--- config.mk ---
export PLATFORM = sky130hd
export DESIGN_NAME = thr_device_flat
export DESIGN_NICKNAME = d
export VERILOG_FILES = /design/src/core/thr_pkg.sv /design/src/core/thr_link_if.sv /design/src/core/thr_comparator.sv /design/src/core/thr_device.sv /design/src/flat_wrapper.sv
export SDC_FILE = /design/constraint.sdc
export NUM_CORES = 2
export LEC_CHECK = 0
export ABC_AREA = 1
export ABC_CLOCK_PERIOD_IN_PS = 4300
export BUFFER_PORTS_ARGS = -buffer_cell sky130_fd_sc_hd__buf_2
export CAP_MARGIN = 15
export CORE_MARGIN = 2
export CORE_UTILIZATION = 40
export CTS_BUF_LIST = sky130_fd_sc_hd__clkbuf_16
export DETAILED_ROUTE_END_ITERATION = 6
export MAX_ROUTING_LAYER = met4
export PLACE_DENSITY = 0.53
export SLEW_MARGIN = 20
export SYNTH_ARGS = -nofsm -noshare
export SYNTH_HDL_FRONTEND = slang
export SYNTH_SLANG_ARGS = --single-unit
--- constraint.sdc ---
create_clock -name core_clk -period 4.3 [get_ports core_clk]
set_clock_uncertainty 0.15 [all_clocks]
set_input_delay 0.86 -clock core_clk [delete_from_list [all_inputs] [get_ports core_clk]]
set_output_delay 0.86 -clock core_clk [all_outputs]
set_load 0.05 [all_outputs]
--- src/core/thr_pkg.sv ---
`default_nettype none
package thr_pkg;
   // Timing
   localparam int CLK_PERIOD_NS = 4;
   localparam int POR_HOLD_MS = 16;
   localparam int POR_HOLD_CYC = POR_HOLD_MS * 1000000 / CLK_PERIOD_NS;
   localparam int SCLK_MIN_PERIOD_US = 8;
   localparam int SCLK_HALF_CYC = (SCLK_MIN_PERIOD_US * 1000 + 2 * CLK_PERIOD_NS - 1) / (2 * CLK_PERIOD_NS);
   // Frame layout
   localparam int CMD_BITS = 32;
   localparam int OP_BITS = 8;
   localparam int ADDR_BITS = 8;
   localparam int DATA_BITS = 16;
   localparam int ECHO_DELAY = 8;
   localparam int ECHO_CHECK_EDGE = 24;
   localparam int READ_DATA_EDGE = 25;
   localparam int READ_FRAME = 40;
   localparam int SAMPLE_BITS = 12;
   // Register addresses
   localparam logic [7:0] ADDR_CMP1_CFG = 8'h00;
   localparam logic [7:0] ADDR_CMP2_CFG = 8'h01;
   localparam logic [7:0] ADDR_OBJECT = 8'h09;
   localparam logic [7:0] ADDR_AMBIENT = 8'h0a;
   // Comparator configuration fields
   localparam int CFG_SRC_BIT = 0;
   localparam int CFG_INV_BIT = 1;
   localparam int CFG_HYS_LSB = 4;
   localparam logic [15:0] CMP_CFG_RESET = 16'h0002;
   // Nonvolatile memory
   localparam int NVM_WORDS = 64;
   localparam int NVM_ADDR_BITS = 6;
   localparam logic [5:0] NVM_THR1 = 6'h00;
   localparam logic [5:0] NVM_THR2 = 6'h01;
   localparam logic [5:0] NVM_AMB_CAL = 6'h02;
   localparam logic [5:0] NVM_OBJ_CAL = 6'h03;
   localparam logic [15:0] NVM_ERASED = 16'h0000;
   // Opcode patterns: care mask and value
   localparam logic [7:0] OPM_REG_WR = 8'h74;
   localparam logic [7:0] OPV_REG_WR = 8'h50;
   localparam logic [7:0] OPM_REG_RD = 8'h7c;
   localparam logic [7:0] OPV_REG_RD = 8'h48;
   localparam logic [7:0] OPM_NVM_WR = 8'hf0;
   localparam logic [7:0] OPV_NVM_WR = 8'h10;
   localparam logic [7:0] OPM_NVM_ER = 8'he0;
   localparam logic [7:0] OPV_NVM_ER = 8'h20;
   localparam logic [7:0] OPM_NVM_RD = 8'h78;
   localparam logic [7:0] OPV_NVM_RD = 8'h08;
   localparam logic [7:0] OPM_BLK_WR = 8'hf0;
   localparam logic [7:0] OPV_BLK_WR = 8'h90;
   localparam logic [7:0] OPM_BLK_ER = 8'he0;
   localparam logic [7:0] OPV_BLK_ER = 8'ha0;
   // Host register map
   localparam logic [4:0] WB_CMD = 5'h00;
   localparam logic [4:0] WB_CTRL = 5'h04;
   localparam logic [4:0] WB_STATUS = 5'h08;
   localparam logic [4:0] WB_RX_LO = 5'h0c;
   localparam logic [4:0] WB_RX_HI = 5'h10;
   localparam int CTRL_START_BIT = 0;
   localparam int CTRL_READ_BIT = 1;
   localparam int CTRL_CHECK_BIT = 2;
   localparam int STAT_BUSY_BIT = 0;
   localparam int STAT_DONE_BIT = 1;
   localparam int STAT_ABORT_BIT = 2;

   typedef enum logic [2:0] {
      OP_NONE, OP_REG_WR, OP_REG_RD, OP_NVM_WR, OP_NVM_ER, OP_NVM_RD, OP_BLK_WR, OP_BLK_ER
   } thr_op_t;
   typedef enum logic [1:0] {LIN_IDLE = 2'b00, LIN_AMB = 2'b01, LIN_OBJ = 2'b11} thr_lin_t;
   typedef enum logic [1:0] {H_IDLE = 2'b00, H_SHIFT = 2'b01, H_END = 2'b11} thr_host_t;

   function automatic thr_op_t thr_decode(input logic [7:0] op);
      thr_op_t res;
      res = OP_NONE;
      if ((op & OPM_REG_WR) == OPV_REG_WR) res = OP_REG_WR;
      else if ((op & OPM_REG_RD) == OPV_REG_RD) res = OP_REG_RD;
      else if ((op & OPM_NVM_WR) == OPV_NVM_WR) res = OP_NVM_WR;
      else if ((op & OPM_NVM_ER) == OPV_NVM_ER) res = OP_NVM_ER;
      else if ((op & OPM_NVM_RD) == OPV_NVM_RD) res = OP_NVM_RD;
      else if ((op & OPM_BLK_WR) == OPV_BLK_WR) res = OP_BLK_WR;
      else if ((op & OPM_BLK_ER) == OPV_BLK_ER) res = OP_BLK_ER;
      return res;
   endfunction : thr_decode
endpackage : thr_pkg
`default_nettype wire

--- src/core/thr_link_if.sv ---
`default_nettype none
interface thr_link_if;
   logic sclk;
   logic selectN;
   logic serialIn;
   logic serialOut;
   modport device (input sclk, input selectN, input serialIn, output serialOut);
   modport host (output sclk, output selectN, output serialIn, input serialOut);
endinterface : thr_link_if
`default_nettype wire

--- src/core/thr_comparator.sv ---
`default_nettype none
module thr_comparator (
   // Clock and reset
   input wire logic core_clk,
   input wire logic rst,
   // Settings and input
   input wire logic [thr_pkg::SAMPLE_BITS-1:0] value,
   input wire logic [thr_pkg::SAMPLE_BITS-1:0] threshold,
   input wire logic [thr_pkg::SAMPLE_BITS-1:0] hysteresis,
   input wire logic invert,
   // Output
   output logic out
);
   import thr_pkg::*;
   logic trip_ff;
   logic out_ff;
   logic [SAMPLE_BITS:0] upper;
   logic [SAMPLE_BITS:0] lower;

   assign upper = {1'b0, threshold} + {1'b0, hysteresis};
   assign lower = (threshold > hysteresis) ? {1'b0, threshold - hysteresis} : '0;

   // Band around the threshold
   always_ff @(posedge core_clk) begin
      if (rst) begin
         trip_ff <= 1'b0;
      end else if ({1'b0, value} >= upper) begin
         trip_ff <= 1'b1;
      end else if ({1'b0, value} <= lower) begin
         trip_ff <= 1'b0;
      end
   end

   always_ff @(posedge core_clk) begin
      if (rst) begin
         out_ff <= 1'b0;
      end else begin
         out_ff <= trip_ff ^ invert;
      end
   end

   assign out = out_ff;
endmodule : thr_comparator
`default_nettype wire

--- src/core/thr_device.sv ---
// Operation
// - Commands are 8 opcode, 8 address, 16 data
// - Device is slave, never drives clock/select
// - Master frames write with select low, 32 clocks
// - Sample serial input on rising clock edges
// - Write echo delayed by eight clock periods
// - Early select rise abandons the command
// - Read echoes opcode, then data, no address
// - Read data starts at 25th rising edge
// - Master captures output on rising edges
// - Master clock period at least 8 us
// - Decode register write and read opcodes
// - Decode single-word memory write/erase/read
// - Reach memory and registers; block write/erase
// - Object at 09h, ambient at 0Ah, readable
// - Power-on reset holds logic 16 ms
// - Comparators select source, hysteresis, polarity
// - Comparator one drives relay, memory threshold
// - Comparator two drives ambient pin
// - Ambient computed first, then object temperature
// - Sensor samples are 12-bit
// - Comparators compare at 12-bit resolution
//
// Local design decision: the Wishbone interface to the registers.
`default_nettype none
module thr_device #(
   parameter int POR_HOLD = thr_pkg::POR_HOLD_CYC
) (
   // Clock and reset
   input wire logic core_clk,
   input wire logic rst,
   // Serial link
   thr_link_if.device link,
   // Supply monitor and sensor samples
   input wire logic supplyOk,
   input wire logic sampleValid,
   input wire logic [thr_pkg::SAMPLE_BITS-1:0] thermistorSample,
   input wire logic [thr_pkg::SAMPLE_BITS-1:0] irSample,
   // Outputs
   output logic relayDriveOut,
   output logic ambientOutPin,
   output logic operational
);
   import thr_pkg::*;

   logic [2:0] meta_ff;
   logic [2:0] sync_ff;
   logic sclkPrev_ff;
   logic supplyMeta_ff;
   logic supplySync_ff;
   logic [31:0] porCnt_ff;
   logic operational_ff;
   logic intRst;
   logic sclkRise;
   logic sclkFall;
   logic selActive;
   logic selPrev_ff;
   logic [5:0] bitCnt_ff;
   logic [CMD_BITS-1:0] rx_ff;
   thr_op_t op_ff;
   logic [DATA_BITS-1:0] rdShift_ff;
   logic [DATA_BITS-1:0] rdWord;
   logic [ADDR_BITS-1:0] addrNow;
   logic isRead;
   logic doExec;
   logic serialOut_ff;
   logic [15:0] cmp1Cfg_ff;
   logic [15:0] cmp2Cfg_ff;
   logic [15:0] nvm_ff [NVM_WORDS];
   logic [15:0] object_ff;
   logic [15:0] ambient_ff;
   logic [SAMPLE_BITS-1:0] thermS_ff;
   logic [SAMPLE_BITS-1:0] irS_ff;
   thr_lin_t linState_ff;

   // Pin synchronisers; clock and select are only ever read
   always_ff @(posedge core_clk) begin
      if (rst) begin
         meta_ff <= 3'b010;
         sync_ff <= 3'b010;
         sclkPrev_ff <= 1'b0;
         supplyMeta_ff <= 1'b0;
         supplySync_ff <= 1'b0;
      end else begin
         meta_ff <= {link.sclk, link.selectN, link.serialIn};
         sync_ff <= meta_ff;
         sclkPrev_ff <= sync_ff[2];
         supplyMeta_ff <= supplyOk;
         supplySync_ff <= supplyMeta_ff;
      end
   end

   assign sclkRise = sync_ff[2] & ~sclkPrev_ff;
   assign sclkFall = ~sync_ff[2] & sclkPrev_ff;
   assign selActive = ~sync_ff[1];

   // Power-on hold
   always_ff @(posedge core_clk) begin
      if (rst || !supplySync_ff) begin
         porCnt_ff <= '0;
         operational_ff <= 1'b0;
      end else if (porCnt_ff == 32'(POR_HOLD - 1)) begin
         operational_ff <= 1'b1;
      end else begin
         porCnt_ff <= porCnt_ff + 32'd1;
      end
   end

   assign intRst = ~operational_ff;
   assign operational = operational_ff;

   // Frame reception
   always_ff @(posedge core_clk) begin
      if (intRst || !selActive) begin
         bitCnt_ff <= '0;
      end else if (sclkRise && bitCnt_ff != 6'(READ_FRAME)) begin
         bitCnt_ff <= bitCnt_ff + 6'd1;
      end
   end

   always_ff @(posedge core_clk) begin
      if (intRst) begin
         rx_ff <= '0;
      end else if (selActive && sclkRise) begin
         rx_ff <= {rx_ff[CMD_BITS-2:0], sync_ff[0]};
      end
   end

   always_ff @(posedge core_clk) begin
      selPrev_ff <= intRst ? 1'b0 : selActive;
   end

   always_ff @(posedge core_clk) begin
      if (intRst || !selActive) begin
         op_ff <= OP_NONE;
      end else if (sclkRise && bitCnt_ff == 6'(OP_BITS - 1)) begin
         op_ff <= thr_decode({rx_ff[OP_BITS-2:0], sync_ff[0]});
      end
   end

   // Read data
   assign addrNow = {rx_ff[ADDR_BITS-2:0], sync_ff[0]};
   assign isRead = (op_ff == OP_REG_RD) || (op_ff == OP_NVM_RD);

   always_comb begin
      rdWord = '0;
      if (op_ff == OP_NVM_RD) begin
         rdWord = nvm_ff[addrNow[NVM_ADDR_BITS-1:0]];
      end else begin
         case (addrNow)
            ADDR_OBJECT: rdWord = object_ff;
            ADDR_AMBIENT: rdWord = ambient_ff;
            ADDR_CMP1_CFG: rdWord = cmp1Cfg_ff;
            ADDR_CMP2_CFG: rdWord = cmp2Cfg_ff;
            default: rdWord = '0;
         endcase
      end
   end

   always_ff @(posedge core_clk) begin
      if (intRst || !selActive) begin
         rdShift_ff <= '0;
      end else if (sclkRise && isRead && bitCnt_ff == 6'(OP_BITS + ADDR_BITS - 1)) begin
         rdShift_ff <= rdWord;
      end else if (sclkFall && isRead && bitCnt_ff >= 6'(READ_DATA_EDGE - 1)) begin
         rdShift_ff <= {rdShift_ff[DATA_BITS-2:0], 1'b0};
      end
   end

   // Output changes on falling edges, stable at the rising edge
   always_ff @(posedge core_clk) begin
      if (intRst || !selActive) begin
         serialOut_ff <= 1'b0;
      end else if (sclkFall) begin
         if (isRead && bitCnt_ff >= 6'(READ_DATA_EDGE - 1)) begin
            serialOut_ff <= rdShift_ff[DATA_BITS-1];
         end else if (isRead && bitCnt_ff >= 6'(OP_BITS + ECHO_DELAY)) begin
            serialOut_ff <= 1'b0;
         end else if (bitCnt_ff >= 6'(ECHO_DELAY)) begin
            serialOut_ff <= rx_ff[ECHO_DELAY-1];
         end
      end
   end

   assign link.serialOut = serialOut_ff;

   // Command runs only when select rises after exactly a full frame
   assign doExec = selPrev_ff && !selActive && bitCnt_ff == 6'(CMD_BITS);

   always_ff @(posedge core_clk) begin
      if (intRst) begin
         cmp1Cfg_ff <= CMP_CFG_RESET;
         cmp2Cfg_ff <= CMP_CFG_RESET;
      end else if (doExec && op_ff == OP_REG_WR) begin
         case (rx_ff[23:16])
            ADDR_CMP1_CFG: cmp1Cfg_ff <= rx_ff[15:0];
            ADDR_CMP2_CFG: cmp2Cfg_ff <= rx_ff[15:0];
            default: ;
         endcase
      end
   end

   always_ff @(posedge core_clk) begin
      if (rst) begin
         for (int i = 0; i < NVM_WORDS; i++) begin
            nvm_ff[i] <= NVM_ERASED;
         end
      end else if (doExec) begin
         case (op_ff)
            OP_NVM_WR: nvm_ff[rx_ff[16 +: NVM_ADDR_BITS]] <= rx_ff[15:0];
            OP_NVM_ER: nvm_ff[rx_ff[16 +: NVM_ADDR_BITS]] <= NVM_ERASED;
            OP_BLK_WR: begin
               for (int i = 0; i < NVM_WORDS; i++) begin
                  nvm_ff[i] <= rx_ff[15:0];
               end
            end
            OP_BLK_ER: begin
               for (int i = 0; i < NVM_WORDS; i++) begin
                  nvm_ff[i] <= NVM_ERASED;
               end
            end
            default: ;
         endcase
      end
   end

   // Linearisation: ambient first, then object
   always_ff @(posedge core_clk) begin
      if (intRst) begin
         linState_ff <= LIN_IDLE;
         thermS_ff <= '0;
         irS_ff <= '0;
         ambient_ff <= '0;
         object_ff <= '0;
      end else begin
         case (linState_ff)
            LIN_IDLE: begin
               if (sampleValid) begin
                  thermS_ff <= thermistorSample;
                  irS_ff <= irSample;
                  linState_ff <= LIN_AMB;
               end
            end
            LIN_AMB: begin
               ambient_ff <= {4'h0, thermS_ff + nvm_ff[NVM_AMB_CAL][SAMPLE_BITS-1:0]};
               linState_ff <= LIN_OBJ;
            end
            LIN_OBJ: begin
               object_ff <= {4'h0, irS_ff + ambient_ff[SAMPLE_BITS-1:0]
                  - nvm_ff[NVM_OBJ_CAL][SAMPLE_BITS-1:0]};
               linState_ff <= LIN_IDLE;
            end
            default: linState_ff <= LIN_IDLE;
         endcase
      end
   end

   // Comparators
   thr_comparator u_cmp1 (
      .core_clk(core_clk),
      .rst(intRst),
      .value(cmp1Cfg_ff[CFG_SRC_BIT] ? ambient_ff[SAMPLE_BITS-1:0] : object_ff[SAMPLE_BITS-1:0]),
      .threshold(nvm_ff[NVM_THR1][SAMPLE_BITS-1:0]),
      .hysteresis(cmp1Cfg_ff[CFG_HYS_LSB +: SAMPLE_BITS]),
      .invert(cmp1Cfg_ff[CFG_INV_BIT]),
      .out(relayDriveOut)
   );

   thr_comparator u_cmp2 (
      .core_clk(core_clk),
      .rst(intRst),
      .value(cmp2Cfg_ff[CFG_SRC_BIT] ? ambient_ff[SAMPLE_BITS-1:0] : object_ff[SAMPLE_BITS-1:0]),
      .threshold(nvm_ff[NVM_THR2][SAMPLE_BITS-1:0]),
      .hysteresis(cmp2Cfg_ff[CFG_HYS_LSB +: SAMPLE_BITS]),
      .invert(cmp2Cfg_ff[CFG_INV_BIT]),
      .out(ambientOutPin)
   );
endmodule : thr_device
`default_nettype wire

--- src/flat_wrapper.sv ---
// flat-port wrapper written by rule: the top's interface ports become plain ports
module thr_device_flat import thr_pkg::*;
#(
   parameter int POR_HOLD = thr_pkg::POR_HOLD_CYC
)
  (core_clk, rst, supplyOk, sampleValid, thermistorSample, irSample, relayDriveOut, ambientOutPin, operational, link_sclk, link_selectN, link_serialIn, link_serialOut);
  thr_link_if link_i ();
  input wire logic core_clk;
  input wire logic rst;
  input wire logic supplyOk;
  input wire logic sampleValid;
  input wire logic [thr_pkg::SAMPLE_BITS-1:0] thermistorSample;
  input wire logic [thr_pkg::SAMPLE_BITS-1:0] irSample;
  output logic relayDriveOut;
  output logic ambientOutPin;
  output logic operational;
  input wire logic [$bits(link_i.sclk)-1:0] link_sclk;
  input wire logic [$bits(link_i.selectN)-1:0] link_selectN;
  input wire logic [$bits(link_i.serialIn)-1:0] link_serialIn;
  output wire logic [$bits(link_i.serialOut)-1:0] link_serialOut;
  assign link_i.sclk = link_sclk;
  assign link_i.selectN = link_selectN;
  assign link_i.serialIn = link_serialIn;
  assign link_serialOut = link_i.serialOut;
  thr_device #(.POR_HOLD(POR_HOLD)) u_core (.core_clk(core_clk), .rst(rst), .link(link_i), .supplyOk(supplyOk), .sampleValid(sampleValid), .thermistorSample(thermistorSample), .irSample(irSample), .relayDriveOut(relayDriveOut), .ambientOutPin(ambientOutPin), .operational(operational));
endmodule
### Word-level counts from Yosys, hierarchy flattened

Memory sizes are Yosys's and may differ from the RTL's.
Index checks and enable logic that the tools add are counted.

| storage, ports and cells | value |
|---|---|
| register bits after elaboration | 179 |
| bits in latches | 0 |
| memory bits (writable) | 1024 |
| bits in read-only memories | 0 |
| input port bits | 31 |
| output and inout bits | 4 |
| word-level logic and storage cells | 408 |
| memories kept | 1 |

Memory list:

| memory | words | width | read ports | clocked after Yosys merged registers in | wr ports | line | text |
|---|---|---|---|---|---|---|---|
| u_core.nvm_ff | 64 | 16 | 5 | 0 | 64 | thr_device.sv:69 | `logic [15:0] nvm_ff [NVM_WORDS];` |

| operators by class | value |
|---|---|
| add/subtract/negate cells | 9 |
| $mul | 0 |
| divide/modulo/power cells | 0 |
| $lt $le $gt $ge | 9 |
| equal/unequal tests | 26 |
| shift-type cells | 0 |
| multiplexer cells | 174 |
| bitwise operators | 137 |
| reductions and logical operators | 28 |

Operators by type and width:

| cell | number |
|---|---|
| $mux W16 | 133 |
| $or A1 B1 Y1 | 129 |
| $pmux W16 S4 | 1 |
| $mux W12 | 4 |
| $sub A12 B12 Y12 | 3 |
| $add A32 B1 Y32 const B | 1 |
| $eq A32 B22 Y1 const B | 1 |
| $add A12 B12 Y13 | 2 |
| $ge A12 B13 Y1 | 2 |
| $mux W1 | 26 |
| $add A12 B12 Y12 | 2 |
| $gt A12 B12 Y1 | 2 |
| $le A12 B12 Y1 | 2 |
| $mux W3 | 7 |
| $eq A8 B1 Y1 const B | 2 |
| $eq A8 B4 Y1 const B | 2 |
| $logic_not A8 Y1 | 2 |
| $reduce_or A16 Y1 | 1 |
| $eq A3 B3 Y1 const B | 5 |
| $ge A6 B5 Y1 const B | 2 |
| $logic_and A1 B1 Y1 | 12 |
| $eq A4 B1 Y1 const B | 2 |
| $eq A4 B4 Y1 const B | 2 |
| $reduce_and A2 Y1 | 4 |
| other kinds (23) | 34 |

### Depth between registers and ports, before layout

| logic depth | value |
|---|---|
| depth after elaboration | 8 |
| mapped depth | 23 |
| gate-level depth less buffers | 22 |

### Hierarchy

Synthesis repeated with hierarchy kept, for this count alone.

| second synthesis, totals | value |
|---|---|
| cell total of the unflattened synthesis | 7809 |
| area, all modules | 64102.7 µm² |

By module, submodules not included:

| module | instances | cells each | area each (µm²) | sequential area each (µm²) |
|---|---|---|---|---|
| thr_device | 1 | 7152 | 60162.7 | 34252.9 |
| thr_comparator (u_core.u_cmp2) | 1 | 340 | 2015.7 | 40.0 |
| thr_comparator (u_core.u_cmp1) | 1 | 317 | 1924.3 | 40.0 |

### Worst setup path after synthesis

Ideal clock, no wire load.

| timing | value |
|---|---|
| path kind | reg2reg |
| start | memory u_core.nvm_ff[1][0] |
| end | register u_core.u_cmp2.trip_ff |
| setup time | 0.057 ns |
| data arrival time | 2.997 ns |
| required time | 4.093 ns |
| slack | 1.096 ns |
| cell stages (with the launch flop) | 23 |
| path buffers | 0 |
| clock period less this slack | 3.204 ns |
| path through | edfxtp_1 > inv_1 > ha_1 > fa_1 > o31ai_1 > a21oi_1 > inv_1 > nand2_1 > nand2_1 > nand2_1 > a21oi_1 > o21ai_0 > ha_1 > nand2_1 > inv_1 > nand3_1 > nor3_1 > nand2_1 > o2111ai_1 > nand3_1 > nand4_1 > nand2_1 > inv_1 |

RTL lines:

| item | line | text |
|---|---|---|
| start, declared | thr_device.sv:69 |  |
| end signal, assigned | thr_comparator.sv:26 | `trip_ff <= 1'b0;` |
| end signal, assigned | thr_comparator.sv:28 | `trip_ff <= 1'b1;` |
| end signal, assigned | thr_comparator.sv:30 | `trip_ff <= 1'b0;` |
| end, declared | thr_comparator.sv:15 | `logic trip_ff;` |

==> impl_metrics.json <==
{
  "status": "completed",
  "finalCriticalPeriod_ps": 3900,
  "overflow": 0,
  "insertion_delay_ps": 780,
  "synth_area_sq_um": 65300,
  "pwr-share-seq": 0.501,
  "rows": 148,
  "cts_buffers": 143,
  "die_area_sq_um": 167000,
  "die_h_um": 408,
  "async_flop_share": 0,
  "htree_levels": 4,
  "synth_ff_type": "edfxtp_1",
  "clockPowerShare": 0.446,
  "critPathRequiredTime_ps": 4870,
  "ys_seq_area_frac": 0.526,
  "cts_sinks": 1203,
  "grtUsageTotal": 0.289,
  "max-vdd-ir-drop_mv": 0.382,
  "antenna_found_initial": 4,
  "ctsLongestPathBuffers": 3,
  "ant_nets": 0,
  "gp_congestion": 0.942,
  "initial_core_util": 0.402,
  "grt_pass1_wl_um": 350000,
  "synthDistinctLibCells": 44,
  "end_kind": "flip-flop",
  "hold_class": "input port to flip-flop",
  "final-hold-violation-count": 0,
  "drt-initial-drc-count": 6063,
  "ios": 35,
  "grt_max_degree": 128,
  "p_switching_mw": 6.27,
  "whs_ps": 140,
  "clockRootBuffer": "clkbuf_16",
  "worstPathArrival_ps": 4470,
  "ys_warn_count": 0,
  "final-setup-viol-count": 0,
  "crit_type": "flip-flop to flip-flop",
  "p_comb_frac": 0.053,
  "synth-edff-count": 1024,
  "post-cts-setup-buffers": 0,
  "core_region_area_sq_um": 162000,
  "wire_per_inst_um": 22.9,
  "syn_inst": 8144,
  "grt_pass1_vias": 52800,
  "cp_max_fo": 9,
  "syn_nets": 8313,
  "port-buffer-count": 34,
  "gr-usage-met1": 0.381,
  "period_share": 0.906,
  "ys_seq_elements": 1203,
  "p_int_mw": 20.2,
  "cts_tree": "done",
  "maxSlewViolCount": 0,
  "slew_headroom": 0.190,
  "avgViaCountPerCell": 5.37,
  "first_pass_iters": 5,
  "startpoint_type": "flip-flop",
  "nets": 8247,
  "routed_wl_um": 238000,
  "syn_area_per_cell_sq_um": 8.02,
  "die_w_um": 408,
  "drive_gt1_frac": 0.0774,
  "vias": 55700,
  "tightestPinTransition_ps": 1210,
  "clk_pin_slew_ps": 60,
  "p_leak_nw": 36.5,
  "rsz0062_at_grt": "false",
  "met3_usage": 0.0504,
  "setup_tns_ps": 0,
  "grt_most_used_layer": "met2",
  "grt_util_met2": 0.446,
  "cap_viol_max_count": 0,
  "drcViolationCount": 0,
  "hpwl_um": 151000,
  "swShare": 0.237,
  "area_delta_synth_final_pct": 12.6,
  "fmax_ghz": 0.257,
  "powerDensity_nw_per_um2": 360
}
## cells in the final DEF, fill, tap and decap left out, types with 122 or more instances in the layout
cell type / instances
nand2_1: 2447
o21ai_0: 1292
inv_1: 1107
edfxtp_1: 1024
nor2_1: 424
buf_4: 309
nand3_1: 293
a21oi_1: 283
dfxtp_1: 176
clkbuf_16: 148
ha_1: 122
## metal layers
layer	routed length (um)	share of wire
met1	101000	0.42
met2	108000	0.46
met3	18700	0.079
met4	9630	0.041
met5	0	0
## kinds of logic (layout without fill, tap and decap cells)
family,Yosys count,in the layout,share of synthesized area
buffers and inverters,1658,1706,0.0963
flip-flops,1203,1203,0.526
adder cells (fa/ha/maj),138,138,0.0283
multiplexers,2,2,0.000306
AO/OA/AOI/OAI,1742,1742,0.138
AND/OR/NAND/NOR,3353,3353,0.205
other,0,6,0
XOR/XNOR,48,48,0.00644
## registers in the layout (all words and copies together), names as in the netlist, 6 cells and up
register and count:
u_core.ambient_ff 12, u_core.bitCnt_ff 6, u_core.cmp1Cfg_ff 16, u_core.cmp2Cfg_ff 16
u_core.irS_ff 12, u_core.nvm_ff 1024, u_core.object_ff 12, u_core.porCnt_ff 32
u_core.rdShift_ff 16, u_core.rx_ff 24, u_core.thermS_ff 12
## path summary, 6_finish.rpt
kind                            slack (ps)  cells after the start                start               endpoint
worst max-delay path                   400                     22  u_core.nvm_ff[1][0]  u_core.u_cmp2.trip_ff
worst min-delay path                   140                      2         link_selectN      u_core.meta_ff[1]
worst max register to register         400                     22  u_core.nvm_ff[1][0]  u_core.u_cmp2.trip_ff
worst min register to register         240                      2    u_core.meta_ff[0]      u_core.sync_ff[0]
## layout make-up
type	instances	area (sq um)
multi-input cells	5283	24900
clock inverters	111	776
fillers	16100	88900
diodes	6	15.0
repair buffers	372	3070
well taps	2175	2720
flip-flops and latches	1203	34300
clock buffers	148	3700
inverters	1075	4050
## power by group through the flow
stage	Combinational (mW)	Sequential (mW)	Clock, mW
floorplan	0.857	13.5	0
global placement	1.40	13.5	0
detailed placement	1.41	13.5	0
CTS	1.41	13.3	12.0
global route	1.57	13.3	12.4
finish	1.41	13.3	11.8
## stage by stage
| stage | std cells | utilization | worst slack (ps) | cell area, sq um | total power [mW] |
|---|---|---|---|---|---|
| floorplan | 8144 | - | 1100 | 65300 | 14.3 |
| global placement | 10100 | 0.425 | 254 | 69000 | 14.9 |
| detailed placement | 10100 | 0.425 | 294 | 69000 | 14.9 |
| CTS | 10400 | 0.453 | 252 | 73500 | 26.6 |
| global route | 10400 | 0.453 | 41.3 | 73500 | 27.3 |
| finish | 10400 | 0.453 | 403 | 73500 | 26.5 |
## repair_timing
| action | in CTS | in global routing |
|---|---|---|
| resized for setup | 0 | 2 |
| hold buffers | 0 | 0 |
| setup endpoints to repair | 0 | 1 |
## cell usage after synthesis, drive strengths merged, types with 2 or more instances
cell type / n / share of area
o22ai: 27 / 0.0026
a21oi: 283 / 0.022
fa: 16 / 0.0049
a31oi: 9 / 0.00086
xnor2: 15 / 0.0020
o2111ai: 2 / 0.00027
nand3: 293 / 0.022
or2: 29 / 0.0028
inv: 1073 / 0.062
a21boi: 3 / 0.00034
nor4: 15 / 0.0021
mux2i: 2 / 0.00031
nor3: 54 / 0.0044
o21a: 2 / 0.00023
a211oi: 7 / 0.00080
nand3b: 2 / 0.00023
a22oi: 40 / 0.0046
nand2: 2447 / 0.14
clkbuf: 461 / 0.027
o221ai: 2 / 0.00027
buf: 122 / 0.0081
o21bai: 5 / 0.00057
xor2: 33 / 0.0044
a21o: 6 / 0.00069
clkinv: 2 / 0.00011
o211ai: 32 / 0.0037
o31ai: 3 / 0.00034
a221oi: 2 / 0.00027
edfxtp: 1024 / 0.47
nand4: 66 / 0.0063
ha: 122 / 0.023
o21ai: 1317 / 0.10
nor2: 446 / 0.026
dfxtp: 179 / 0.055
## worst max-delay path, stage by stage (launching register included)
cell       delay [ps]
edfxtp_1          370
inv_1              60
ha_1              220
fa_1              460
o31ai_4           340
a21oi_1           160
inv_1              90
nand2_1            50
nand2_1            70
nand2_1           240
a21oi_1           190
o21ai_0           110
ha_1              320
nand2_1            90
inv_1              80
nand3_1            70
nor3_1            230
nand2_1           100
o2111ai_1         110
nand3_1           110
nand4_1           100
nand2_1            50
inv_1              80
No activity file was read; power rests on OpenSTA's default activity.
